### src/rtl/fnb_pkg.sv
`default_nettype none
package fnb_pkg;
    // Bus widths of the flash pins
    localparam int ADDR_W = 23;
    localparam int DATA_W = 16;

    // Clock rate and internal ready time after reset
    localparam int CLK_MHZ       = 250;
    localparam int READY_TIME_NS = 100;
    localparam int READY_CYC     = (READY_TIME_NS * CLK_MHZ + 999) / 1000;
    localparam int RDY_CNT_W     = 8;

    // Avalon register map, byte addresses
    localparam int          AV_ADDR_W = 4;
    localparam logic [3:0]  REG_CFG   = 4'h0;
    localparam logic [3:0]  REG_STAT  = 4'h4;

    // Configuration register fields and reset value
    localparam int          CFG_ASYNC   = 0;
    localparam int          CFG_K_FALL  = 1;
    localparam int          CFG_WAIT    = 2;
    localparam int          CFG_WPOL    = 3;
    localparam int          CFG_WADV    = 4;
    localparam int          CFG_W       = 5;
    localparam logic [4:0]  CFG_RESET   = 5'h00;

    // Status register fields
    localparam int STAT_STATE = 0;
    localparam int STAT_LKDN  = 3;
    localparam int STAT_RWIN  = 4;

    // Control states, Gray along reset, hold, release, first capture, run
    typedef enum logic [2:0] {
        ST_RST   = 3'b000,
        ST_HOLD  = 3'b001,
        ST_REL   = 3'b011,
        ST_CAPT  = 3'b010,
        ST_RUN   = 3'b110
    } fnb_state_e;

    // Control pins from the far party, sampled on ref_clk_in
    typedef struct packed {
        logic              ce_n;
        logic              oe_n;
        logic              we_n;
        logic              le_n;
        logic              kclk;
        logic              hw_reset_n;
        logic              wp_n;
        logic [ADDR_W-1:0] word_addr_bus;
    } fnb_pin_s;
endpackage
`default_nettype wire

### src/rtl/fnb_pin_ctrl.sv
`default_nettype none
module fnb_pin_ctrl (
    // Clock and reset
    input  wire logic                         ref_clk_in,
    input  wire logic                         srst_in,
    // Flash control and address pins
    input  wire fnb_pkg::fnb_pin_s            pins_in,
    // Data pins, three-signal form
    input  wire logic [fnb_pkg::DATA_W-1:0]   word_data_bus_in,
    output logic      [fnb_pkg::DATA_W-1:0]   word_data_bus_out,
    output logic                              word_data_bus_oe_out,
    // Ready/wait pin, three-signal form
    input  wire logic                         rdy_wait_in,
    output logic                              rdy_wait_out,
    output logic                              rdy_wait_oe_out,
    // Array read port
    output logic                              arr_rd_out,
    output logic      [fnb_pkg::ADDR_W-1:0]   arr_addr_out,
    input  wire logic [fnb_pkg::DATA_W-1:0]   arr_data_in,
    input  wire logic                         arr_valid_in,
    // Command interface port
    output logic                              cmd_wr_out,
    output logic      [fnb_pkg::ADDR_W-1:0]   cmd_addr_out,
    output logic      [fnb_pkg::DATA_W-1:0]   cmd_data_out,
    // Protection change request
    input  wire logic                         lk_chg_req_in,
    input  wire logic                         lk_down_blk_in,
    output logic                              lk_chg_ok_out,
    // Power and protection status
    output logic                              lock_all_out,
    output logic                              active_out,
    output logic                              standby_out,
    output logic                              low_pwr_out,
    // Avalon-MM slave
    input  wire logic [fnb_pkg::AV_ADDR_W-1:0] avs_address,
    input  wire logic                         avs_read,
    input  wire logic                         avs_write,
    input  wire logic [31:0]                  avs_writedata,
    output logic      [31:0]                  avs_readdata,
    output logic                              avs_waitrequest
);
    fnb_pkg::fnb_state_e             state;       // Control state
    logic [fnb_pkg::CFG_W-1:0]       cfg;         // Configuration register
    logic [fnb_pkg::RDY_CNT_W-1:0]   rdy_cnt;     // Internal ready counter
    logic [fnb_pkg::ADDR_W-1:0]      addr_lat;    // Address latch
    logic [fnb_pkg::ADDR_W-1:0]      burst_addr;  // Next burst word
    logic                            k_q;         // Burst clock last sample
    logic                            we_q;        // Write enable last sample
    logic                            ce_q;        // Chip enable last sample
    logic                            word_valid;  // Output word is good
    logic                            av_ack;      // Bus answer cycle
    logic                            dev_rst;     // Any reset source
    logic                            k_edge;      // Chosen burst clock edge
    logic                            sync_rd;     // Synchronous read active
    logic                            ready_mode;  // Handshake in ready role
    logic                            selected;    // Chip and output enabled
    logic                            wr_edge;     // First enable rising edge
    logic                            next_word_valid;
    logic                            wait_raw;    // Wait before polarity

    // Reset pin and bus reset both feed the device reset
    assign dev_rst    = srst_in | ~pins_in.hw_reset_n;
    assign ready_mode = ~cfg[fnb_pkg::CFG_WAIT];
    assign selected   = ~pins_in.ce_n & ~pins_in.oe_n;
    assign sync_rd    = ~cfg[fnb_pkg::CFG_ASYNC] & pins_in.we_n;

    // Clock edge only counts in synchronous reads
    assign k_edge = sync_rd & (cfg[fnb_pkg::CFG_K_FALL] ? (k_q & ~pins_in.kclk)
                                                          : (~k_q & pins_in.kclk));

    // Whichever enable rises first ends the write
    assign wr_edge = (~we_q & pins_in.we_n & ~pins_in.ce_n)
                   | (~ce_q & pins_in.ce_n & ~pins_in.we_n)
                   | (~we_q & ~ce_q & pins_in.we_n & pins_in.ce_n);

    // Pin history for edge detection
    always_ff @(posedge ref_clk_in) begin
        if (srst_in) begin
            k_q  <= 1'b0;
            we_q <= 1'b1;
            ce_q <= 1'b1;
        end else begin
            k_q  <= pins_in.kclk;
            we_q <= pins_in.we_n;
            ce_q <= pins_in.ce_n;
        end
    end

    // Reset, handshake and first capture sequencing
    always_ff @(posedge ref_clk_in) begin
        if (dev_rst) begin
            state   <= fnb_pkg::ST_RST;
            rdy_cnt <= '0;
        end else begin
            unique case (state)
                fnb_pkg::ST_RST: begin
                    state   <= fnb_pkg::ST_HOLD;
                    rdy_cnt <= '0;
                end
                fnb_pkg::ST_HOLD: begin
                    // Line pulled low until internally ready
                    if (rdy_cnt == fnb_pkg::RDY_CNT_W'(fnb_pkg::READY_CYC - 1)) begin
                        state <= fnb_pkg::ST_REL;
                    end
                    rdy_cnt <= rdy_cnt + 1'b1;
                end
                fnb_pkg::ST_REL: begin
                    // Both parties must let go of the wired-AND
                    if (rdy_wait_in) begin
                        state <= fnb_pkg::ST_CAPT;
                    end
                end
                fnb_pkg::ST_CAPT: begin
                    // Start address taken on the first clock capture
                    if (k_edge & ~pins_in.le_n) begin
                        state <= fnb_pkg::ST_RUN;
                    end
                end
                fnb_pkg::ST_RUN: begin
                    // Host pull-down restarts the synchronous read
                    if (ready_mode & ~cfg[fnb_pkg::CFG_ASYNC] & ~rdy_wait_in) begin
                        state <= fnb_pkg::ST_REL;
                    end
                end
                default: state <= fnb_pkg::ST_RST;
            endcase
        end
    end

    // Address latch, transparent low in async mode and writes, clocked in sync reads, frozen high
    always_ff @(posedge ref_clk_in) begin
        if (dev_rst) begin
            addr_lat <= '0;
        end else if (~pins_in.le_n & (cfg[fnb_pkg::CFG_ASYNC] | ~pins_in.we_n)) begin
            addr_lat <= pins_in.word_addr_bus;
        end else if (k_edge & ~pins_in.le_n) begin
            addr_lat <= pins_in.word_addr_bus;
        end
    end

    // Burst address counter and array requests
    always_ff @(posedge ref_clk_in) begin
        if (dev_rst) begin
            burst_addr   <= '0;
            arr_rd_out   <= 1'b0;
            arr_addr_out <= '0;
        end else begin
            arr_rd_out <= 1'b0;
            if ((state == fnb_pkg::ST_CAPT || state == fnb_pkg::ST_RUN)
                && k_edge && ~pins_in.le_n) begin
                burst_addr <= pins_in.word_addr_bus;
            end else if (state == fnb_pkg::ST_RUN && k_edge && selected
                         && (rdy_wait_in | ~ready_mode)) begin
                arr_rd_out   <= 1'b1;
                arr_addr_out <= burst_addr;
                burst_addr   <= burst_addr + 1'b1;
            end else if (state == fnb_pkg::ST_RUN && cfg[fnb_pkg::CFG_ASYNC]
                         && selected && pins_in.we_n) begin
                // Asynchronous read, one lookup per cycle
                arr_rd_out   <= 1'b1;
                arr_addr_out <= pins_in.le_n ? addr_lat : pins_in.word_addr_bus;
            end
        end
    end

    // Word validity: set by array, dropped by new request or deselect
    always_comb begin
        next_word_valid = word_valid;
        if (pins_in.ce_n | arr_rd_out) begin
            next_word_valid = 1'b0;
        end
        if (arr_valid_in) begin
            next_word_valid = 1'b1;
        end
    end

    // Output word register
    always_ff @(posedge ref_clk_in) begin
        if (dev_rst) begin
            word_valid        <= 1'b0;
            word_data_bus_out <= '0;
        end else begin
            word_valid <= next_word_valid;
            if (arr_valid_in) begin
                word_data_bus_out <= arr_data_in;
            end
        end
    end

    // Data drivers: only when active, selected, reading and handshake free
    assign word_data_bus_oe_out = (state == fnb_pkg::ST_RUN) & selected & pins_in.we_n
                                & word_valid
                                & ~(ready_mode & ~cfg[fnb_pkg::CFG_ASYNC] & ~rdy_wait_in);

    // Early wait looks at next cycle's validity
    assign wait_raw = cfg[fnb_pkg::CFG_WADV] ? ~next_word_valid : ~word_valid;

    // Handshake pin: open-drain ready, or driven wait while running and selected
    always_comb begin
        rdy_wait_out    = 1'b0;
        rdy_wait_oe_out = 1'b0;
        if (state == fnb_pkg::ST_HOLD) begin
            rdy_wait_oe_out = 1'b1;
        end else if (~ready_mode && state == fnb_pkg::ST_RUN && selected) begin
            rdy_wait_oe_out = 1'b1;
            rdy_wait_out    = cfg[fnb_pkg::CFG_WPOL] ? wait_raw : ~wait_raw;
        end
    end

    // Command capture, only in the run state after the first address capture
    always_ff @(posedge ref_clk_in) begin
        if (dev_rst) begin
            cmd_wr_out   <= 1'b0;
            cmd_addr_out <= '0;
            cmd_data_out <= '0;
        end else begin
            cmd_wr_out <= 1'b0;
            if (wr_edge && state == fnb_pkg::ST_RUN) begin
                cmd_wr_out   <= 1'b1;
                cmd_addr_out <= pins_in.le_n ? addr_lat : pins_in.word_addr_bus;
                cmd_data_out <= word_data_bus_in;
            end
        end
    end

    // Protection change grant follows the guard pin
    always_ff @(posedge ref_clk_in) begin
        if (dev_rst) begin
            lk_chg_ok_out <= 1'b0;
        end else begin
            lk_chg_ok_out <= lk_chg_req_in & (~lk_down_blk_in | pins_in.wp_n);
        end
    end

    // Power and lock status; all blocks lock while in reset
    always_ff @(posedge ref_clk_in) begin
        lock_all_out <= dev_rst;
        active_out   <= ~pins_in.ce_n & pins_in.hw_reset_n;
        standby_out  <= pins_in.ce_n;
        low_pwr_out  <= ~pins_in.hw_reset_n;
    end

    // One wait state per access keeps read data registered
    assign avs_waitrequest = (avs_read | avs_write) & ~av_ack;

    // Bus answer and read data
    always_ff @(posedge ref_clk_in) begin
        if (srst_in) begin
            av_ack       <= 1'b0;
            avs_readdata <= '0;
        end else begin
            av_ack <= (avs_read | avs_write) & ~av_ack;
            if (avs_read & ~av_ack) begin
                unique case (avs_address)
                    fnb_pkg::REG_CFG:  avs_readdata <= 32'(cfg);
                    fnb_pkg::REG_STAT: avs_readdata <= 32'({rdy_wait_in, ~pins_in.wp_n,
                                                             state});
                    default:           avs_readdata <= 32'h0000_0000;
                endcase
            end
        end
    end

    // Configuration register; a device reset restores it over any write
    always_ff @(posedge ref_clk_in) begin
        if (dev_rst) begin
            cfg <= fnb_pkg::CFG_RESET;
        end else if (avs_write && av_ack && avs_address == fnb_pkg::REG_CFG) begin
            cfg <= avs_writedata[fnb_pkg::CFG_W-1:0];
        end
    end
endmodule // fnb_pin_ctrl
`default_nettype wire

### config.mk
export PLATFORM = sky130hd
export DESIGN_NAME = fnb_pin_ctrl
export DESIGN_NICKNAME = d
export VERILOG_FILES = /design/src/rtl/fnb_pkg.sv /design/src/rtl/fnb_pin_ctrl.sv
export SDC_FILE = /design/constraint.sdc
export NUM_CORES = 1
export LEC_CHECK = 0
export BUFFER_PORTS_ARGS = -buffer_cell sky130_fd_sc_hd__buf_2
export CAP_MARGIN = 20
export CORE_AREA = 2 2 140 115
export DETAILED_ROUTE_END_ITERATION = 6
export DIE_AREA = 0 0 142 117
export PLACE_DENSITY_LB_ADDON = 0.25
export SLEW_MARGIN = 20
export SYNTH_ARGS = -nofsm -noshare
export SYNTH_HDL_FRONTEND = slang
export SYNTH_SLANG_ARGS = --single-unit
### constraint.sdc
create_clock -name ref_clk_in -period 5.03 [get_ports ref_clk_in]
set_input_delay 1.006 -clock ref_clk_in [delete_from_list [all_inputs] [get_ports ref_clk_in]]
set_output_delay 1.006 -clock ref_clk_in [all_outputs]
set_load 0.01 [all_outputs]
==> results.sh <==
export IMPL_routabilityCongestion=0.8025
export IMPL_setup_viol=0
export IMPL_diodes=0
export IMPL_slew_violations=0
export IMPL_ys_async_sr_fraction_pct=0
export IMPL_synth_ff_type="dfxtp_1"
export IMPL_crit_type="register to output pin"
export IMPL_post_dp_hpwl_mm=11.65
export IMPL_die_h_um=117
export IMPL_firstDrtPassIters=5
export IMPL_fin_setup_tns_ns=0
export IMPL_grt_max_degree=58
export IMPL_ant_nets=0
export IMPL_finalCritPeriodShare_pct=63.93
export IMPL_syn_avg_cell_area_um2=8.594
export IMPL_rrSetupSlack_ns=2.19
export IMPL_r2r_end="arr_addr_out[8]$_SDFFE_PP0P_"
export IMPL_grt_util_met1_pct=29.70
export IMPL_ys_warn_count=0
export IMPL_clk_pin_slew_worst_paths_ns=0.06
export IMPL_grt_pass1_vias=5392
export IMPL_skew_ns=0.007068
export IMPL_leakagePower_nw=3.362
export IMPL_cts_sinks=157
export IMPL_yosysSeqAreaShare_pct=46.65
export IMPL_placementRows=41
export IMPL_min_from="cmd_data_out[5]$_SDFFE_PP0P_"
export IMPL_tightest_slew_ns=1.112
export IMPL_grt_busiest_layer="met2"
export IMPL_fillers=1465
export IMPL_wl_per_cell_um=15.13
export IMPL_drc_errors=0
export IMPL_grt_pass1_wl_mm=27.72
export IMPL_vias_per_cell=5.118
export IMPL_insertion_delay_ns=0.42
export IMPL_cts_resized=0
export IMPL_cts_hold_buf=0
export IMPL_r2r_start="cfg[1]$_SDFFE_PP0P_"
export IMPL_synth_top_area_cell="dfxtp_1"
export IMPL_ios=227
export IMPL_max_cap_viol_count=0
export IMPL_nets=1039
export IMPL_die_width_um=142
export IMPL_synth_cell_types=54
export IMPL_crit_arrival_ns=2.21
export IMPL_cts_setup_buffers=0
export IMPL_cts_made_buffers=17
export IMPL_start_util_pct=43.93
export IMPL_synth_area_top_cells="dfxtp_1, a21oi_1, mux2i_1"
export IMPL_drt_initial_drc_count=456
export IMPL_startpoint_type="register"
export IMPL_area_growth_pct=21.50
export IMPL_netlist_instances=784
export IMPL_fmax_mhz=311.0
export IMPL_antenna_found_initial=0
export IMPL_wl_mm=17.19
export IMPL_cp_required_ns=4.02
export IMPL_grt_ovfl_total=0
export IMPL_cts_tree="done"
export IMPL_grtUsageTotal_pct=21.12
export IMPL_ys_seq_elements=157
export IMPL_htree_levels=4
export IMPL_port_buffers=172
export IMPL_coreArea_mm2=0.01534
export IMPL_holdPathEnd="cmd_data_out[5]$_SDFFE_PP0P_"
export IMPL_worst_r2r_cell_count=6
export IMPL_ir_drop_mv=0.2297
export IMPL_die_area_mm2=0.01661
export IMPL_dr_total_vias=5814
export IMPL_fin_hold_ws_ns=0.4490
export IMPL_synth_top_area_share_pct=46.65
export IMPL_met2_usage_pct=32.08
export IMPL_clockBufferDepth=2
export IMPL_synth_most_common_cell="dfxtp_1"
export IMPL_p_per_area_mw_per_mm2=335.0
export IMPL_min_path_cells=2
export IMPL_period_minus_slack_ns=3.216
export IMPL_path_max_fanout=13
export IMPL_rsz0062_at_grt="no"
export IMPL_worstHoldPathType="register to register"
export IMPL_status="finished clean"
export IMPL_slew_headroom_pct=25.17
export IMPL_met3_usage_pct=4.923
export IMPL_cts_root_buf="clkbuf_16"
export IMPL_netlist_top_cells_count="dfxtp_1, nand2_1, a21oi_1, nor2_1, mux2i_1"
export IMPL_drive_above_1_share_pct=24.07
export IMPL_cp_end_kind="output pin"
export IMPL_finalHoldViolCount=0
export IMPL_netlist_area_mm2=0.006738
export IMPL_synth_edf_count=0
## critical path, stage by stage (launching register included)
cell	delay [ns]
dfxtp_1	0.45
nand3b_1	0.38
nor3_1	0.56
o2111a_1	0.27
buf_2	0.13
## cell families after synthesis
| group | after synthesis | share of synthesized area, % |
|---|---|---|
| adders and majority gates | 3 | 0.5572 |
| and+or+nand+nor | 265 | 17.29 |
| buffers and inverters | 89 | 6.889 |
| other | 1 | 0.05566 |
| muxes | 49 | 7.279 |
| DFF | 157 | 46.65 |
| xor gates and xnor gates | 23 | 2.990 |
| AOI/OAI and AO/OA | 197 | 18.29 |
## sequential cells by signal (all words and copies together), names as in the netlist, 2 cells and up, named ones only
register           count
addr_lat              23
arr_addr_out          23
burst_addr            23
cmd_addr_out          23
cmd_data_out          16
word_data_bus_out     16
rdy_cnt                8
avs_readdata           5
cfg                    5
state                  2
## metrics by stage
| step | total power, mW | cells | instance area, µm² | setup slack, ns | utilization, % |
|---|---|---|---|---|---|
| 3_5_place_dp | 1.461 | 1104 | 7585 | 1.455 | 49.45 |
| 6_report | 2.743 | 1136 | 8187 | 1.814 | 53.37 |
| 4_1_cts | 2.772 | 1136 | 8187 | 1.825 | 53.37 |
| 5_1_grt | 2.843 | 1136 | 8187 | 1.694 | 53.37 |
| 2_1_floorplan | 1.408 | 810 | 6835 | 2.158 | - |
| 3_3_place_gp | 1.460 | 1104 | 7585 | 1.474 | 49.45 |
## metal layers
| layer | share of wire [%] | up-vias |
|---|---|---|
| met2 | 43 | 186 |
| met3 | 6.4 | 15 |
| met1 | 50 | 2636 |
| met5 | 0 | - |
| met4 | 1.2 | 0 |
| li1 | - | 2977 |
## worst max-delay path by stage
stage	slack, ns	cells past startpoint	to	from
finish	1.81	4	word_data_bus_oe_out	state[0]$_SDFFE_PP0P_
detailed placement	1.46	7	arr_addr_out[13]$_SDFFE_PP0P_	pins_in[25]
CTS	1.82	4	word_data_bus_oe_out	state[0]$_SDFFE_PP0P_
global placement	1.47	7	arr_addr_out[18]$_SDFFE_PP0P_	pins_in[25]
floorplan	2.16	4	rdy_wait_out	arr_valid_in
global route	1.69	5	rdy_wait_out	state[0]$_SDFFE_PP0P_
## report_power, final
group	leakage, nW	switching (mW)	total (mW)	internal (mW)
sequential	1.27	0.00780	1.27	1.26
clock	0.289	0.506	1.31	0.803
combinational	1.80	0.107	0.168	0.0614
## area by class of cell
cell class / instances / area [µm²] / share of cell area (%)
inverter: 8 / 30.03 / 0.3668
tap: 193 / 241.5 / 2.950
timing repair buffer: 182 / 935.9 / 11.43
clock buffer: 21 / 460.4 / 5.624
sequential: 157 / 3143 / 38.39
multi-input combinational: 564 / 3234 / 39.51
clock inverter: 11 / 141.4 / 1.727
## cell usage in the layout (no fill, tap or decap), types with 3 or more instances in the layout
cell and count:
buf_2 172, dfxtp_1 157, nand2_1 101, a21oi_1 100, nor2_1 96, mux2i_1 49, conb_1 27, a211oi_1 24
o2bb2ai_1 23, o21ai_1 23, xor2_1 21, clkbuf_16 17, nor3_1 14, nand3_1 12, nand4_1 10, buf_4 10
inv_1 7, o21ai_0 7, or2_2 5, and3_1 4, clkinv_2 4, nand3b_1 3, nand2b_1 3, a211oi_2 3
ha_1 3, bufinv_16 3, clkinvlp_4 3
No activity file was read; power rests on OpenSTA's default activity.
